==> src/dacu_defines.svh <==
// offsets, field positions, reset values and timing counts of the dac control block
`ifndef DACU_DEFINES_SVH
`define DACU_DEFINES_SVH
`define DACU_CLK_HZ 100000000
`define DACU_INT_MCLK_HZ 3000000
`define DACU_LS_CLK_HZ 32000
`define DACU_INT_DIV (`DACU_CLK_HZ / `DACU_INT_MCLK_HZ)
`define DACU_LS_DIV (`DACU_CLK_HZ / `DACU_LS_CLK_HZ)
`define DACU_WAKEUP_MS 440
`define DACU_CALIBRATION_TIME_MS 40
`define DACU_SHUT_US 1000
`define DACU_WAKEUP_CYC (`DACU_WAKEUP_MS * (`DACU_CLK_HZ / 1000))
`define DACU_CALIBRATION_TIME_CYC (`DACU_CALIBRATION_TIME_MS * (`DACU_CLK_HZ / 1000))
`define DACU_SHUT_CYC (`DACU_SHUT_US * (`DACU_CLK_HZ / 1000000))
`define DACU_SCLK_COUNT 6'h20
`define DACU_ADDR_CFG 8'h01
`define DACU_ADDR_DATA 8'h02
`define DACU_CFG_LAUNCH 0
`define DACU_CFG_CAL 1
`define DACU_CFG_REF 2
`define DACU_CFG_OSC 5
`define DACU_CFG_FMT 7
`define DACU_DATA_RST 24'h800008
`define DACU_OFFSET_RST 8'h80
`define DACU_FMT_RST 1'b0
`define DACU_OSC_RST 1'b1
`define DACU_REF_RST 1'b0
`define DACU_HALF_SCALE 16'h8000
`endif

==> src/dacu_pkg.sv <==
// types of the dac control block
package dacu_pkg;
	typedef enum logic [2:0]
	{
		DACU_ST_RESET = 3'b000,
		DACU_ST_STANDBY = 3'b001,
		DACU_ST_WAKE = 3'b010,
		DACU_ST_RUN = 3'b011,
		DACU_ST_SHUT = 3'b100
	} dacu_state_e;
	typedef logic [23:0] dacu_word_t;
endpackage : dacu_pkg

==> src/dacu_ctrl.sv <==
// dac sample update, reset/standby sequencing, calibration and sample-rate strobe
//
// Overview of operation
// holding register loads at cs rise, 32 clocks
// processing register copies holding at strobe rise
// master writes between two strobe rising edges
// sample format: two's complement or straight binary
// reset outranks standby and serial activity
// in reset writes ignored, reads zero
// reset release restores all register defaults
// standby low makes output high impedance
// reset low, standby high drives reference
// power-on monitor acts as external reset
// config writes ignored, read zero in reset
// reference type writable only in standby
// clock source writable only in standby
// calibration launch only with standby high
// calibration flag zero at start, one at end
// wakeup holds reference level, then data
// controller power-up and wakeup sequence
// strobe is master clock over 256
// transition intervals strobe from low-speed clock
// strobe off while standby low; code runs it from the low-speed clock until the shutdown interval ends
// format bit: zero straight, one two's complement
// clock select defaults internal; zero selects external
// data register 16 bits, upper byte fixed
// reset and standby pins resynchronised first
`include "dacu_defines.svh"
`timescale 1ns/1ps
`default_nettype none
module dacu_ctrl
	import dacu_pkg::*;
#(
	parameter int unsigned WAKEUP_CYC = `DACU_WAKEUP_CYC,
	parameter int unsigned CALIBRATION_TIME_CYC = `DACU_CALIBRATION_TIME_CYC,
	parameter int unsigned SHUT_CYC = `DACU_SHUT_CYC
)
(
	// clock and reset
	input wire logic clk,
	input wire logic srst,
	// control pins
	input wire logic async_reset_n,
	input wire logic standby_n,
	input wire logic supply_ok,
	input wire logic ext_master_clock_in,
	// serial framing
	input wire logic spi_cs_n,
	input wire logic spi_sclk,
	// register port
	input wire logic [7:0] reg_addr,
	input wire logic [23:0] reg_wdata,
	input wire logic reg_wr,
	input wire logic reg_rd,
	output logic [23:0] reg_rdata,
	// analog side
	output logic sync_out,
	output logic vout_hiz,
	output logic vout_ref,
	output logic [15:0] vout_code,
	output logic ref_type_sel
);
	logic wake_end;

	dacu_state_e state_r, state_nxt;
	logic arst_q1_r, arst_q2_r, stb_q1_r, stb_q2_r, por_q1_r, por_q2_r;
	logic rst_any, standby_s;
	logic [25:0] tmr_r;
	logic [22:0] cal_tmr_r;
	logic cal_busy_r, cal_done_r, cal_start;
	logic fmt_r, osc_sel_r, ref_r;
	logic [7:0] offset_r;
	logic [15:0] data_r, hold_r, proc_r;
	logic [5:0] sclk_cnt_r;
	logic sclk_q_r, cs_q_r, cs_rise;
	logic ext_q_r, int_tick, ext_tick, ls_tick, mclk_tick;
	logic [5:0] int_div_r;
	logic [11:0] ls_div_r;
	logic [6:0] sdiv_r;
	logic sync_q_r, sync_rise;
	logic wr_cfg, rd_cfg;

	function automatic logic [15:0] dacu_code(input logic [15:0] d, input logic twos);
		dacu_code = twos ? (d ^ `DACU_HALF_SCALE) : d;
	endfunction : dacu_code

	// pin resynchronisers
	always_ff @(posedge clk)
	begin
		if (srst)
		begin
			arst_q1_r <= 1'b0;
			arst_q2_r <= 1'b0;
			stb_q1_r <= 1'b0;
			stb_q2_r <= 1'b0;
			por_q1_r <= 1'b0;
			por_q2_r <= 1'b0;
		end
		else
		begin
			arst_q1_r <= async_reset_n;
			arst_q2_r <= arst_q1_r;
			stb_q1_r <= standby_n;
			stb_q2_r <= stb_q1_r;
			por_q1_r <= supply_ok;
			por_q2_r <= por_q1_r;
		end
	end

	assign rst_any = ~arst_q2_r | ~por_q2_r;
	assign standby_s = stb_q2_r;
	assign wr_cfg = reg_wr && (reg_addr == `DACU_ADDR_CFG) && !rst_any;
	assign rd_cfg = reg_rd && (reg_addr == `DACU_ADDR_CFG) && !rst_any;
	assign wake_end = state_r == DACU_ST_WAKE && state_nxt == DACU_ST_RUN;

	// sequencing state machine
	always_comb
	begin
		state_nxt = state_r;
		if (rst_any)
			state_nxt = DACU_ST_RESET;
		else
		begin
			unique case (state_r)
				DACU_ST_RESET: state_nxt = standby_s ? DACU_ST_WAKE : DACU_ST_STANDBY;
				DACU_ST_STANDBY: if (standby_s) state_nxt = DACU_ST_WAKE;
				DACU_ST_WAKE:
				begin
					if (!standby_s)
						state_nxt = DACU_ST_SHUT;
					else if (tmr_r == 26'h0)
						state_nxt = DACU_ST_RUN;
				end
				DACU_ST_RUN: if (!standby_s) state_nxt = DACU_ST_SHUT;
				DACU_ST_SHUT: if (tmr_r == 26'h0) state_nxt = DACU_ST_STANDBY;
				default: state_nxt = DACU_ST_RESET;
			endcase
		end
	end

	always_ff @(posedge clk)
	begin
		if (srst)
			state_r <= DACU_ST_RESET;
		else
			state_r <= state_nxt;
	end

	// interval timer for wakeup and shutdown
	always_ff @(posedge clk)
	begin
		if (srst)
			tmr_r <= 26'h0;
		else if (state_nxt != state_r && state_nxt == DACU_ST_WAKE)
			tmr_r <= 26'(WAKEUP_CYC - 1);
		else if (state_nxt != state_r && state_nxt == DACU_ST_SHUT)
			tmr_r <= 26'(SHUT_CYC - 1);
		else if (tmr_r != 26'h0)
			tmr_r <= tmr_r - 26'h1;
	end

	// configuration byte
	always_ff @(posedge clk)
	begin
		if (srst || rst_any)
		begin
			fmt_r <= `DACU_FMT_RST;
			osc_sel_r <= `DACU_OSC_RST;
			ref_r <= `DACU_REF_RST;
		end
		else if (wr_cfg)
		begin
			fmt_r <= reg_wdata[`DACU_CFG_FMT];
			if (!standby_s)
			begin
				osc_sel_r <= reg_wdata[`DACU_CFG_OSC];
				ref_r <= reg_wdata[`DACU_CFG_REF];
			end
		end
	end

	// reference type is latched toward the analog side only at wakeup from standby
	always_ff @(posedge clk)
	begin
		if (srst)
			ref_type_sel <= `DACU_REF_RST;
		else if (state_r == DACU_ST_STANDBY && standby_s)
			ref_type_sel <= ref_r;
	end

	// calibration
	assign cal_start = wr_cfg && reg_wdata[`DACU_CFG_LAUNCH] && standby_s
		&& state_r == DACU_ST_RUN && !cal_busy_r;
	always_ff @(posedge clk)
	begin
		if (srst || rst_any || state_r != DACU_ST_RUN)
		begin
			cal_busy_r <= 1'b0;
			cal_tmr_r <= 23'h0;
		end
		else if (cal_start)
		begin
			cal_busy_r <= 1'b1;
			cal_tmr_r <= 23'(CALIBRATION_TIME_CYC - 1);
		end
		else if (cal_busy_r)
		begin
			if (cal_tmr_r == 23'h0)
				cal_busy_r <= 1'b0;
			else
				cal_tmr_r <= cal_tmr_r - 23'h1;
		end
	end

	always_ff @(posedge clk)
	begin
		if (srst || rst_any)
		begin
			cal_done_r <= 1'b0;
			offset_r <= `DACU_OFFSET_RST;
		end
		else if (cal_start)
			cal_done_r <= 1'b0;
		else if ((cal_busy_r && cal_tmr_r == 23'h0) || wake_end)
		begin
			cal_done_r <= 1'b1;
			offset_r <= `DACU_OFFSET_RST;
		end
		else if (rd_cfg)
			cal_done_r <= 1'b0;
	end

	// data register and serial frame check
	always_ff @(posedge clk)
	begin
		if (srst || rst_any)
			data_r <= 16'(`DACU_DATA_RST >> 8);
		else if (reg_wr && reg_addr == `DACU_ADDR_DATA)
			data_r <= reg_wdata[15:0];
	end

	assign cs_rise = spi_cs_n && !cs_q_r;
	always_ff @(posedge clk)
	begin
		if (srst)
		begin
			sclk_q_r <= 1'b0;
			cs_q_r <= 1'b1;
			sclk_cnt_r <= 6'h0;
		end
		else
		begin
			sclk_q_r <= spi_sclk;
			cs_q_r <= spi_cs_n;
			if (spi_cs_n)
				sclk_cnt_r <= 6'h0;
			else if (spi_sclk && !sclk_q_r && sclk_cnt_r != 6'h3f)
				sclk_cnt_r <= sclk_cnt_r + 6'h1;
		end
	end

	always_ff @(posedge clk)
	begin
		if (srst || rst_any)
			hold_r <= 16'(`DACU_DATA_RST >> 8);
		else if ((cs_rise && sclk_cnt_r == `DACU_SCLK_COUNT) || wake_end)
			hold_r <= data_r;
	end

	// master clock ticks
	always_ff @(posedge clk)
	begin
		if (srst)
		begin
			int_div_r <= 6'h0;
			ls_div_r <= 12'h0;
			ext_q_r <= 1'b0;
		end
		else
		begin
			int_div_r <= int_tick ? 6'h0 : int_div_r + 6'h1;
			ls_div_r <= ls_tick ? 12'h0 : ls_div_r + 12'h1;
			ext_q_r <= ext_master_clock_in;
		end
	end
	assign int_tick = int_div_r == 6'(`DACU_INT_DIV - 1);
	assign ls_tick = ls_div_r == 12'(`DACU_LS_DIV - 1);
	assign ext_tick = ext_master_clock_in && !ext_q_r;

	always_comb
	begin
		unique case (state_r)
			DACU_ST_RUN: mclk_tick = osc_sel_r ? int_tick : ext_tick;
			DACU_ST_WAKE, DACU_ST_SHUT: mclk_tick = ls_tick;
			default: mclk_tick = 1'b0;
		endcase
	end

	// strobe: toggles every 128 ticks
	always_ff @(posedge clk)
	begin
		if (srst || state_r == DACU_ST_STANDBY || state_r == DACU_ST_RESET)
		begin
			sdiv_r <= 7'h0;
			sync_out <= 1'b0;
		end
		else if (mclk_tick)
		begin
			sdiv_r <= sdiv_r + 7'h1;
			if (sdiv_r == 7'h7f)
				sync_out <= ~sync_out;
		end
	end

	always_ff @(posedge clk)
	begin
		if (srst)
			sync_q_r <= 1'b0;
		else
			sync_q_r <= sync_out;
	end
	assign sync_rise = sync_out && !sync_q_r;

	always_ff @(posedge clk)
	begin
		if (srst || rst_any)
			proc_r <= 16'(`DACU_DATA_RST >> 8);
		else if (sync_rise)
			proc_r <= hold_r;
		else if (wake_end)
			proc_r <= data_r;
	end

	// analog output control
	always_ff @(posedge clk)
	begin
		if (srst)
		begin
			vout_hiz <= 1'b1;
			vout_ref <= 1'b0;
			vout_code <= `DACU_HALF_SCALE;
		end
		else
		begin
			vout_hiz <= !standby_s;
			vout_ref <= standby_s && (rst_any || state_r != DACU_ST_RUN);
			vout_code <= dacu_code(proc_r, fmt_r);
		end
	end

	// read port
	always_ff @(posedge clk)
	begin
		if (srst || !reg_rd || rst_any)
			reg_rdata <= 24'h0;
		else if (reg_addr == `DACU_ADDR_CFG)
			reg_rdata <= {8'h0, offset_r, fmt_r, 1'b1, osc_sel_r, 1'b1, 1'b0, ref_r, cal_done_r, 1'b0};
		else if (reg_addr == `DACU_ADDR_DATA)
			reg_rdata <= {8'(`DACU_DATA_RST >> 16), data_r};
		else
			reg_rdata <= 24'h0;
	end
endmodule : dacu_ctrl
`default_nettype wire

==> config.mk <==
export PLATFORM = sky130hd
export DESIGN_NAME = dacu_ctrl
export DESIGN_NICKNAME = d
export VERILOG_FILES = /design/src/dacu_pkg.sv /design/src/dacu_ctrl.sv
export VERILOG_INCLUDE_DIRS = /design/src
export SDC_FILE = /design/constraint.sdc
export NUM_CORES = 1
export LEC_CHECK = 0
export BUFFER_PORTS_ARGS = -buffer_cell sky130_fd_sc_hd__buf_2
export CORE_ASPECT_RATIO = 0.6
export CORE_UTILIZATION = 45
export CTS_BUF_LIST = sky130_fd_sc_hd__clkbuf_8
export DETAILED_ROUTE_END_ITERATION = 10
export PLACE_DENSITY = 0.66
export SYNTH_ARGS = -nofsm -noshare
export SYNTH_HDL_FRONTEND = slang
export SYNTH_SLANG_ARGS = --single-unit
==> constraint.sdc <==
create_clock -name clk -period 2.3 [get_ports clk]
set_input_delay 0.46 -clock clk [delete_from_list [all_inputs] [get_ports clk]]
set_output_delay 0.46 -clock clk [all_outputs]
set_load 0.1 [all_outputs]
# Word level (Yosys, flattened, before mapping)
# Index checks and enable logic that the tools add are counted.
# classes
addsub,6
eq_ne,17
n_mux,26
n_bitwise,8
n_reduce_logical,61
# op_table
op,count
two-way mux 26 bit,3
two-way mux 22 bit,3
two-way mux 16 bit,4
logical NOT 26 bit,1
nonzero test 26 bit,1
"subtractor 26 x 1 -> 26 bit, second input constant",1
two-way mux 24 bit,1
logical NOT 23 bit,1
"subtractor 23 x 1 -> 23 bit, second input constant",1
logical AND 1 bit,21
two-way mux 3 bit,6
OR reduction 2 bit,8
case mux 3 bit (5 select lines),1
"adder 12 x 1 -> 12 bit, second input constant",1
"adder 6 x 1 -> 6 bit, second input constant",2
"== test 12 bit, second input constant",1
"== test 3 x 2 -> 1 bit, second input constant",4
"== test 6 bit, second input constant",2
logical OR 1 bit,9
"== test 8 x 1 -> 1 bit, second input constant",1
"== test 8 x 2 -> 1 bit, second input constant",1
logical NOT 1 bit,8
AND reduction 2 bit,4
nonzero test 2 bit,4
16 further kinds,29
# word_totals
reg_bits,190
input_bits,42
out_inout_bits,44
wordCells,155

# Logic depth before layout (Yosys ltp)
# Gate-level depths: netlist (run 1).
# depth
ltp_word,10
mapped_depth,10
ltp_nobuf,7

# Worst setup path after synthesis (run 1)
# Ideal clock, no wire load.
# synth_path
kind,reg-to-reg
from,reg cal_tmr_r[4]
to,reg cal_tmr_r[14]
setup_ps,70
arrival_time_ps,2445
required_time_ps,2230
setup_slack_ps,-215
stages_incl_launch_ff,8
path_buffers,2
synth_period_minus_slack_ps,2515
cell_sequence,dfxtp_1 or4_1 buf_2 or4_4 buf_6 or3_4 or4_1 a21oi_1
# synth_between
elab_chain_len,3
word_cells_on_any_way,4
classes_between,add/sub: 1; bitwise: 1; reduce/logical: 2
# synth_lines
item,line_no,source
"start, declared",dacu_ctrl.sv:69,logic [22:0] cal_tmr_r;
"start signal, assigned",dacu_ctrl.sv:204,cal_tmr_r <= 23'(CALIBRATION_TIME_CYC - 1);
"start signal, assigned",dacu_ctrl.sv:211,cal_tmr_r <= cal_tmr_r - 23'h1;
branches (longest 3 deep; another with subtractor 23 x 1 -> 23 bit),--,
# Several ways; the timed one is not identified.
# A chain may end at the register's enable or synchronous reset.

# Final worst setup path (run 1)
# Same ends and word-level chain as after synthesis.

==> impl_metrics.toml, run 1 <==
[synthesis]
ys_seq_elements = 183
async_flop_share_pct = 0
synth_warnings = 0
seq_area_frac_synth_pct = 48.5
ys.flop_type = "dfxtp_1"
synth-edff-count = 0
syn_avg_cell_area_um2 = 8.68
synth_area_um2 = 7560
synth.distinct_cells = 63
syn_inst = 871

[clocking]
clock_latency_ns = 0.47
ctsLongestPathBuffers = 2
path_clk_slew_ns = 0.11
cts.sinks = 183
cts_buffers = 17
cts_tree = "yes"
cts_root_buf = "clkbuf_8"
htreeDepth = 4
hold_buffers = 0

[critical_path]
cpMaxStageDelayCell = "or4_4"
startpoint = "cal_tmr_r[4]"
critPathLaunchType = "flop"
critical-path-top-delay-family = "simple AND/OR/NAND/NOR gates"
crit_chain = "or4_4 > or4_4 > or3_4 > or4_4 > a21oi_2"
path_max_fanout = 4
setup.worst_path.class = "reg -> reg"
crit_top_cell = "or4_4"
r2r-start = "cal_tmr_r[4]"
worstPathArrival_ns = 2.75
slowest_delay_ns = 0.53
critical_path_buf_inv_count = 0
worstSetupEndpointType = "flop"
required_ns = 2.71

[timing]
tightestPinTransition_ns = 0.598
relSlewSlack_pct = 60.1
max_freq_ghz = 0.427
min_period_ns = 2.34
setup_viol = 1
slew_violations = 0
fin_ws_ns = -0.0406
fin_worst_skew_ns = 0.0206
rsz0062_at_grt = "true"
hold_viol = 0
min_period_over_period_pct = 102

[die]
die_w_um = 169
core_area_um2 = 16300
die_y_um = 102
rows = 36
dieArea_um2 = 17300
initial_utilization_pct = 46.3
io_pins = 86

[final_layout]
final_common_cell = "dfxtp_1"
area_growth_pct = 22.4
drive_above_1_share_pct = 23.8
antenna_cells = 0
utilization_pct = 56.7
nNetsFinal = 1032
layout_common_cells = "dfxtp_1, a21oi_1, buf_2, nand2_1, nor2_1"
nFillCells = 1498

[pwr]
p_total_mw = 8.25
ir_worst_vdd_mv = 0.503
p_leak_nw = 3.48
p_per_area_nw_per_um2 = 892

[global_route]
grt_pass1_vias = 5680
overflow = 0
antenna_found_initial = 0
grt_pass1_wl_mm = 29.5
grt_max_degree = 42
grt_use_total_pct = 21.8

[placement]
gp_congestion = 0.829
port_buffers = 70
hpwl_mm = 12.6

[hold_path]
hold_class = "in -> reg"
hp-start = "reg_wdata[8]"

[outcome]
violations = "setup timing"
outcome = "finished with violations"

[drt]
ant_nets = 0
drt_iter0_markers = 476
first_pass_iters = 4
dr_total_vias = 6544
wl_mm = 18.7
wl_per_cell_um = 15.3
viasPerCell = 5.36
drc = 0

[job]
max_cap_violations = 0
state kept, by name, summed over array words and instances (netlist names), 3 cells and up:
register,count
cal_tmr_r,23
proc_r,16
reg_rdata,17
hold_r,16
ls_div_r,12
sdiv_r,7
state_r,3
vout_code,16
data_r,16
tmr_r,26
sclk_cnt_r,6
int_div_r,6
power breakdown:
part	switching, mW	leakage (nW)	total, mW	internal, mW
Combinational	1.31	1.79	2.45	1.14
Clock	1.27	0.211	2.24	0.971
Sequential	0.181	1.48	3.56	3.38
per-stage QoR:
step	setup TNS (ns)	instances	hold WS (ns)	instance area, um^2	setup slack, ns
after floorplan	-1.37	877	0.414	7640	-0.192
after global routing	-1.02	1222	0.211	9250	-0.108
final	-0.0406	1222	0.230	9250	-0.0406
after global placement	-1.86	1177	0.419	8500	-0.134
after CTS	-0.0543	1211	0.215	8970	-0.0543
after detailed placement	-2.51	1177	0.424	8500	-0.157
cell type report:
cell class              count  area [um^2]  share of cell area, %
repair buffers            144         1030                   11.1
well taps                 228          285                   3.08
clock buffers              19          262                   2.83
flip-flops and latches    183         3670                   39.6
multi-input cells         618         3790                   41.0
inverters                  17         63.8                  0.690
clock inverters            13          150                   1.62
tightest hold or removal path, delay by kind of cell:
kind	cells	cell delay [ns]
AND/OR/NAND/NOR	1	0.04
buffers and inverters	1	0.10
AO/OA/AOI/OAI	1	0.05
worst paths after layout:
check	endpoint	slack (ns)	depth (start not counted)
max	cal_tmr_r[14]	-0.04	5
min	data_r[8]	0.23	3
max reg2reg	cal_tmr_r[14]	-0.04	5
min reg2reg	standby_s	0.45	1
routing by layer:
metal,GRT usage (%),vias to the layer above,part of all wire [%]
li1,-,3294,-
met1,34.0,3038,53
met2,29.6,190,40
met3,4.30,22,5.7
met4,5.96,0,1.1
met5,0,-,0
cells in the mapped netlist (3+ instances only):
| master | count | area, um^2 |
|---|---|---|
| and2_1 | 10 | 62.6 |
| inv_1 | 17 | 63.8 |
| or4_1 | 14 | 105 |
| a22o_1 | 4 | 35.0 |
| o31ai_1 | 9 | 67.6 |
| and3_1 | 10 | 62.6 |
| nand3_1 | 43 | 215 |
| nor3_1 | 58 | 290 |
| a211oi_1 | 8 | 60.1 |
| xnor2_1 | 27 | 236 |
| nor4bb_1 | 3 | 30.0 |
| or3_1 | 14 | 87.6 |
| a31o_2 | 3 | 26.3 |
| mux2i_1 | 4 | 40.0 |
| dfxtp_1 | 183 | 3660 |
| ha_1 | 9 | 113 |
| a21oi_1 | 77 | 385 |
| nor2b_1 | 25 | 156 |
| nand4_1 | 9 | 56.3 |
| xor2_1 | 18 | 158 |
| a21o_1 | 3 | 22.5 |
| nand2_1 | 68 | 255 |
| nor3b_1 | 4 | 30.0 |
| a311oi_1 | 3 | 26.3 |
| buf_2 | 6 | 30.0 |
| buf_4 | 7 | 52.6 |
| and4_1 | 3 | 26.3 |
| nor2_1 | 67 | 251 |
| o21ai_1 | 6 | 30.0 |
| o21ai_0 | 42 | 210 |
| clkbuf_1 | 43 | 161 |
| nand2b_1 | 6 | 37.5 |
| or3_2 | 8 | 60.1 |
| or2_2 | 7 | 43.8 |
| a31oi_1 | 11 | 68.8 |
| nor4_1 | 11 | 68.8 |
logic make-up (layout without fill, tap and decap cells):
family,Yosys count,after routing,share of synthesized area (%)
compound gates,178,178,13.6
xor+xnor,45,45,5.22
fa+ha+maj,9,9,1.49
buf+inv,76,193,4.32
flops,183,183,48.5
mux,5,5,0.679
other cells,1,7,0.0496
simple gates,374,374,26.1
what timing repair did:
item,4_1_cts,5_1_grt
endpoints found under the setup margin,16,45
resized for setup,10,37
pin swaps,1,35
setup buffers,2,7
gates cloned,0,4
(Power assumes the default switching activity.)
==> run 2, diff against run 1 <==
--- a/config.mk
+++ b/config.mk
@@ -8,6 +8,7 @@
 export LEC_CHECK = 0
 export BUFFER_PORTS_ARGS = -buffer_cell sky130_fd_sc_hd__buf_2
 export CORE_ASPECT_RATIO = 0.6
+export CORE_MARGIN = 2
 export CORE_UTILIZATION = 45
 export CTS_BUF_LIST = sky130_fd_sc_hd__clkbuf_8
 export DETAILED_ROUTE_END_ITERATION = 10
==> run 2 against run 1 <==
  * The flow still finishes with violations (setup timing)
  * Clock power fell by 5%
  * Non-clock buffer count is 7 lower
  * Combinational power hardly changed
  * Clock-buffer cell count down 1
  * Sequential cell count unchanged
  * Sequential power about the same
  * Utilization decreased by 0.21 points
  * Via count decreased by 0.67%
  * Cell area hardly changed
  * Largest power group unchanged
==> impl_metrics.toml, run 2 (synthesis gave the netlist of run 1 again) <==
[timing]
rsz0062_at_grt = "true"
relSlewSlack_pct = 60.4
min_period_over_period_pct = 102
min_period_ns = 2.35
hold_viol = 0
hold_ws_ns = 0.211
fin_worst_skew_ns = 0.0242
slew_violations = 0
tightestPinTransition_ns = 0.592
final.setup.tns_ns = -0.0545
fin_ws_ns = -0.0545
max_freq_ghz = 0.425
setup_viol = 1

[drt]
drc = 0
drt_iter0_markers = 424
first_pass_iters = 5
dr_total_vias = 6500
ant_nets = 0
wl_per_cell_um = 15.4
viasPerCell = 5.35
wl_mm = 18.7

[pwr]
ir_worst_vdd_mv = 0.595
p_leak_nw = 3.43
power.switching_mw = 2.79
p_per_area_nw_per_um2 = 880
intPower_mw = 5.34
p_seq_share_pct = 44.0
p_sw_share_pct = 34.4
p_comb_share_pct = 29.9
clock_power_share_pct = 26.2

[final_layout]
top_register = "tmr_r"
area_growth_pct = 22.3
drive_above_1_share_pct = 24.5
antenna_cells = 0
stdcell_area_um2 = 9240
final_common_cell = "dfxtp_1"
fin_cells = 1215
layout_common_cells = "dfxtp_1, a21oi_1, buf_2, nand2_1, nor2_1"
largest_reg_flops = 26
biggestRegsByFlops = "tmr_r (26), cal_tmr_r (23), reg_rdata (17)"
nNetsFinal = 1025

[clocking]
cts.sinks = 183
cts_tree = "yes"
hold_buffers = 0
clock_latency_ns = 0.46
path_clk_slew_ns = 0.11
ctsLongestPathBuffers = 2
cts_buffers = 17
htreeDepth = 4
cts_root_buf = "clkbuf_8"

[hold_path]
hp-start = "reg_wdata[15]"
hold_end = "data_r[15]"
worst_hold_path.num_cells = 3
hold_class = "in -> reg"

[critical_path]
crit_chain = "or4_4 > or4_4 > or3_4 > buf_4 > o31ai_1 > a21oi_2"
critical_path_buf_inv_count = 1
critPathLaunchType = "flop"
crit_cells = 6
worstPathArrival_ns = 2.70
rrSetupSlack_ns = -0.05
r2r-start = "cal_tmr_r[4]"
crit_top_cell = "or4_4"
slowest_delay_ns = 0.53
path_max_fanout = 4
cpMaxStageDelayCell = "or4_4"
critical-path-top-delay-family = "simple AND/OR/NAND/NOR gates"
worstSetupEndpointType = "flop"
required_ns = 2.64
regToRegEndpoint = "cal_tmr_r[14]"
r2r_cells = 6
setup.worst_path.class = "reg -> reg"

[global_route]
grt_use_total_pct = 20.9
grt_pass1_wl_mm = 29.5
overflow = 0
grt_pass1_vias = 5512
antenna_found_initial = 0
grt_max_degree = 34

[die]
rows = 36
core_area_um2 = 16400
initial_utilization_pct = 46.2
io_pins = 86
die_w_um = 171
die_y_um = 104
dieArea_um2 = 17900

[placement]
hpwl_mm = 13.1
dpl_worst_slack_ns = -0.153
placed_cells = 1173
port_buffers = 70
postPlaceCellArea_um2 = 8460
gp_congestion = 0.828

[job]
max_cap_violations = 0

[outcome]
violations = "setup timing"
outcome = "finished with violations"
-- run 2: how the worst max path moves through the flow --
stage	from	to
floorplan	cal_tmr_r[4]	cal_tmr_r[14]
global placement	reg_addr[5]	osc_sel_r
detailed placement	reg_addr[5]	osc_sel_r
CTS	cal_tmr_r[4]	cal_tmr_r[14]
global route	cal_tmr_r[4]	cal_tmr_r[14]
finish	cal_tmr_r[4]	cal_tmr_r[14]
-- run 2: layer usage --
metal  track usage [%]  share of wire [%]  up-vias
li1                  -                  -     3280
met1              34.3                 54     3035
met2              26.5                 39      178
met3              5.56                6.3        7
met4              3.75               0.41        0
met5                 0                  0        -
-- run 2: power groups by stage --
| stage | sequential, mW | combinational (mW) | clock [mW] |
|---|---|---|---|
| global route | 3.61 | 2.68 | 2.31 |
| global placement | 3.63 | 2.16 | 0 |
| detailed placement | 3.63 | 2.20 | 0 |
| CTS | 3.56 | 2.21 | 2.16 |
| finish | 3.58 | 2.43 | 2.13 |
| floorplan | 3.61 | 1.50 | 0 |
-- run 2: timing repair --
| action | CTS | global route |
|---|---|---|
| setup buffers | 0 | 6 |
| gates cloned | 0 | 4 |
| resized for setup | 2 | 59 |
| pin swaps | 0 | 12 |
| setup endpoints to repair | 6 | 42 |
-- run 2: cell type report --
cell class / count / area (um^2)
inverter: 17 / 63.8
clock inverter: 14 / 130
timing repair buffer: 137 / 947
multi-input combinational: 618 / 3900
fill: 1503 / 7110
tap: 228 / 285
clock buffer: 18 / 248
sequential: 183 / 3670
-- run 2: through the flow --
step | power, mW | util, %
2_1_floorplan | 5.11 | -
3_3_place_gp | 5.80 | 51.7
3_5_place_dp | 5.83 | 51.7
4_1_cts | 7.94 | 54.1
5_1_grt | 8.60 | 56.5
6_report | 8.13 | 56.5
-- run 2: worst register-to-register path, delay by kind of cell, from the launching register on --
kind / cells / cell delay, ns
AOI/OAI and AO/OA: 2 / 0.44
buffers and inverters: 1 / 0.14
DFF: 1 / 0.33
and+or+nand+nor: 3 / 1.34
==> run 3, diff against run 2 <==
--- a/config.mk
+++ b/config.mk
@@ -9,10 +9,10 @@
 export BUFFER_PORTS_ARGS = -buffer_cell sky130_fd_sc_hd__buf_2
 export CORE_ASPECT_RATIO = 0.6
 export CORE_MARGIN = 2
-export CORE_UTILIZATION = 45
+export CORE_UTILIZATION = 50
 export CTS_BUF_LIST = sky130_fd_sc_hd__clkbuf_8
 export DETAILED_ROUTE_END_ITERATION = 10
-export PLACE_DENSITY = 0.66
+export PLACE_DENSITY = 0.73
 export SYNTH_ARGS = -nofsm -noshare
 export SYNTH_HDL_FRONTEND = slang
 export SYNTH_SLANG_ARGS = --single-unit
==> run 3 against run 2 <==
  * Critical path type unchanged
  * Utilization rose by 6.5 points
  * Clock-buffer cell count decreased by 1
  * Fmax shrank 0.50%
  * The flow still finishes with violations (setup timing)
==> impl_metrics.toml, run 3 (synthesis gave the netlist of run 1 again) <==
[timing]
hold_viol = 0
fin_worst_skew_ns = 0.0212
min_period_ns = 2.37
slew_violations = 0
final.setup.tns_ns = -0.197
hold_ws_ns = 0.212
min_period_over_period_pct = 103
tightestPinTransition_ns = 0.604
relSlewSlack_pct = 59.2
rsz0062_at_grt = "true"
max_freq_ghz = 0.423
setup_viol = 13
fin_ws_ns = -0.0663

[die]
die_y_um = 99.2
core_area_um2 = 14600
dieArea_um2 = 16100
rows = 34
io_pins = 86
initial_utilization_pct = 51.6
die_w_um = 163

[hold_path]
worst_hold_path.num_cells = 3
hold_class = "in -> reg"
hp-start = "spi_sclk"
hold_end = "sclk_q_r"

[critical_path]
required_ns = 2.69
rrSetupSlack_ns = -0.07
critical-path-top-delay-family = "simple AND/OR/NAND/NOR gates"
critPathLaunchType = "flop"
worstSetupEndpointType = "flop"
regToRegEndpoint = "cal_tmr_r[14]"
worstPathArrival_ns = 2.76
setup.worst_path.class = "reg -> reg"
path_max_fanout = 6
r2r-start = "cal_tmr_r[4]"
critical_path_buf_inv_count = 0
crit_chain = "or4_4 > or4_4 > or3_4 > or4_1 > a21oi_1"
cpMaxStageDelayCell = "or4_4"
slowest_delay_ns = 0.53
r2r_cells = 5
crit_top_cell = "or4_4"

[clocking]
ctsLongestPathBuffers = 2
cts_tree = "yes"
cts.sinks = 183
cts_root_buf = "clkbuf_8"
hold_buffers = 0
htreeDepth = 4
path_clk_slew_ns = 0.11
cts_buffers = 17
clock_latency_ns = 0.46

[drt]
viasPerCell = 5.53
first_pass_iters = 7
wl_per_cell_um = 16.0
wl_mm = 19.0
dr_total_vias = 6579
drt_iter0_markers = 605
drc = 0
ant_nets = 0

[global_route]
antenna_found_initial = 2
grt_pass1_vias = 5756
grt_max_degree = 34
grt_use_total_pct = 22.9
grt_pass1_wl_mm = 29.5
overflow = 0

[outcome]
outcome = "finished with violations"
violations = "setup timing"

[placement]
gp_congestion = 0.877
hpwl_mm = 12.8
dpl_worst_slack_ns = -0.185
port_buffers = 70
placed_cells = 1145

[pwr]
ir_worst_vdd_mv = 0.595
p_per_area_nw_per_um2 = 891
p_leak_nw = 3.44

[final_layout]
utilization_pct = 63.1
layout_common_cells = "dfxtp_1, a21oi_1, buf_2, nand2_1, nor2_1"
fin_cells = 1189
largest_reg_flops = 26
nNetsFinal = 1026
regArea_um2 = 3670
multi_input_area_um2 = 3870
drive_above_1_share_pct = 24.8
biggestRegsByFlops = "tmr_r (26), cal_tmr_r (23), reg_rdata (17)"
area_growth_pct = 22.1
final_common_cell = "dfxtp_1"
top_register = "tmr_r"
nFillCells = 1225

[job]
max_cap_violations = 0
==> run 3: cell types whose count changed in the layout (fill, tap and decap cells not counted), sizes merged <==
cell / previous run / this run
clkinv: 5 / 7
buf: 134 / 136
inv: 25 / 22
diode: 0 / 3
clkbuf: 21 / 19
clkinvlp: 1 / 3
==> run 3: worst max-delay path by stage <==
| stage | from | to | slack [ns] | depth (start not counted) |
|---|---|---|---|---|
| global route | tmr_r[0] | proc_r[0] | -0.12 | 8 |
| global placement | reg_addr[5] | cal_tmr_r[22] | -0.14 | 7 |
| CTS | cal_tmr_r[4] | cal_tmr_r[14] | -0.05 | 5 |
| detailed placement | reg_addr[5] | cal_tmr_r[1] | -0.19 | 7 |
| floorplan | cal_tmr_r[4] | cal_tmr_r[14] | -0.19 | 7 |
| finish | cal_tmr_r[4] | cal_tmr_r[14] | -0.07 | 5 |
==> run 3: metal layers <==
| layer | vias up | share of wire (%) | GRT usage, % |
|---|---|---|---|
| met3 | 12 | 8.7 | 6.13 |
| met5 | - | 0 | 0 |
| li1 | 3280 | - | - |
| met1 | 3045 | 51 | 36.8 |
| met4 | 0 | 1.0 | 5.65 |
| met2 | 242 | 40 | 29.4 |
==> run 3: final cells by class <==
cell class / instances / area share, %
flip-flops and latches: 183 / 39.8
multi-input cells: 618 / 41.9
well taps: 198 / 2.68
clock inverters: 15 / 1.79
repair buffers: 138 / 10.5
clock buffers: 17 / 2.54
inverters: 17 / 0.691
diodes: 3 / 0.0813
==> run 3: worst register-to-register path, delay by kind of cell (launching register included) <==
family	cells	cell delay, ns
and+or+nand+nor	4	1.85
AOI/OAI and AO/OA	1	0.12
DFF	1	0.33
==> run 3: timing repair <==
| action | in CTS | in global routing |
|---|---|---|
| buffers inserted | 0 | 5 |
| resized for setup | 4 | 63 |
| pin swaps | 0 | 32 |
| gates cloned | 0 | 4 |
| endpoints found under the setup margin | 11 | 57 |
==> run 3: through the flow <==
stage	power [mW]	instance area [um^2]
2_1_floorplan	5.11	7640
3_3_place_gp	5.85	8460
3_5_place_dp	5.90	8460
4_1_cts	8.01	8880
5_1_grt	8.66	9220
6_report	8.22	9230
==> run 3: power by group <==
group / internal (mW) / switching [mW]
registers: 3.38 / 0.198
clock network: 0.814 / 1.31
logic: 1.13 / 1.38
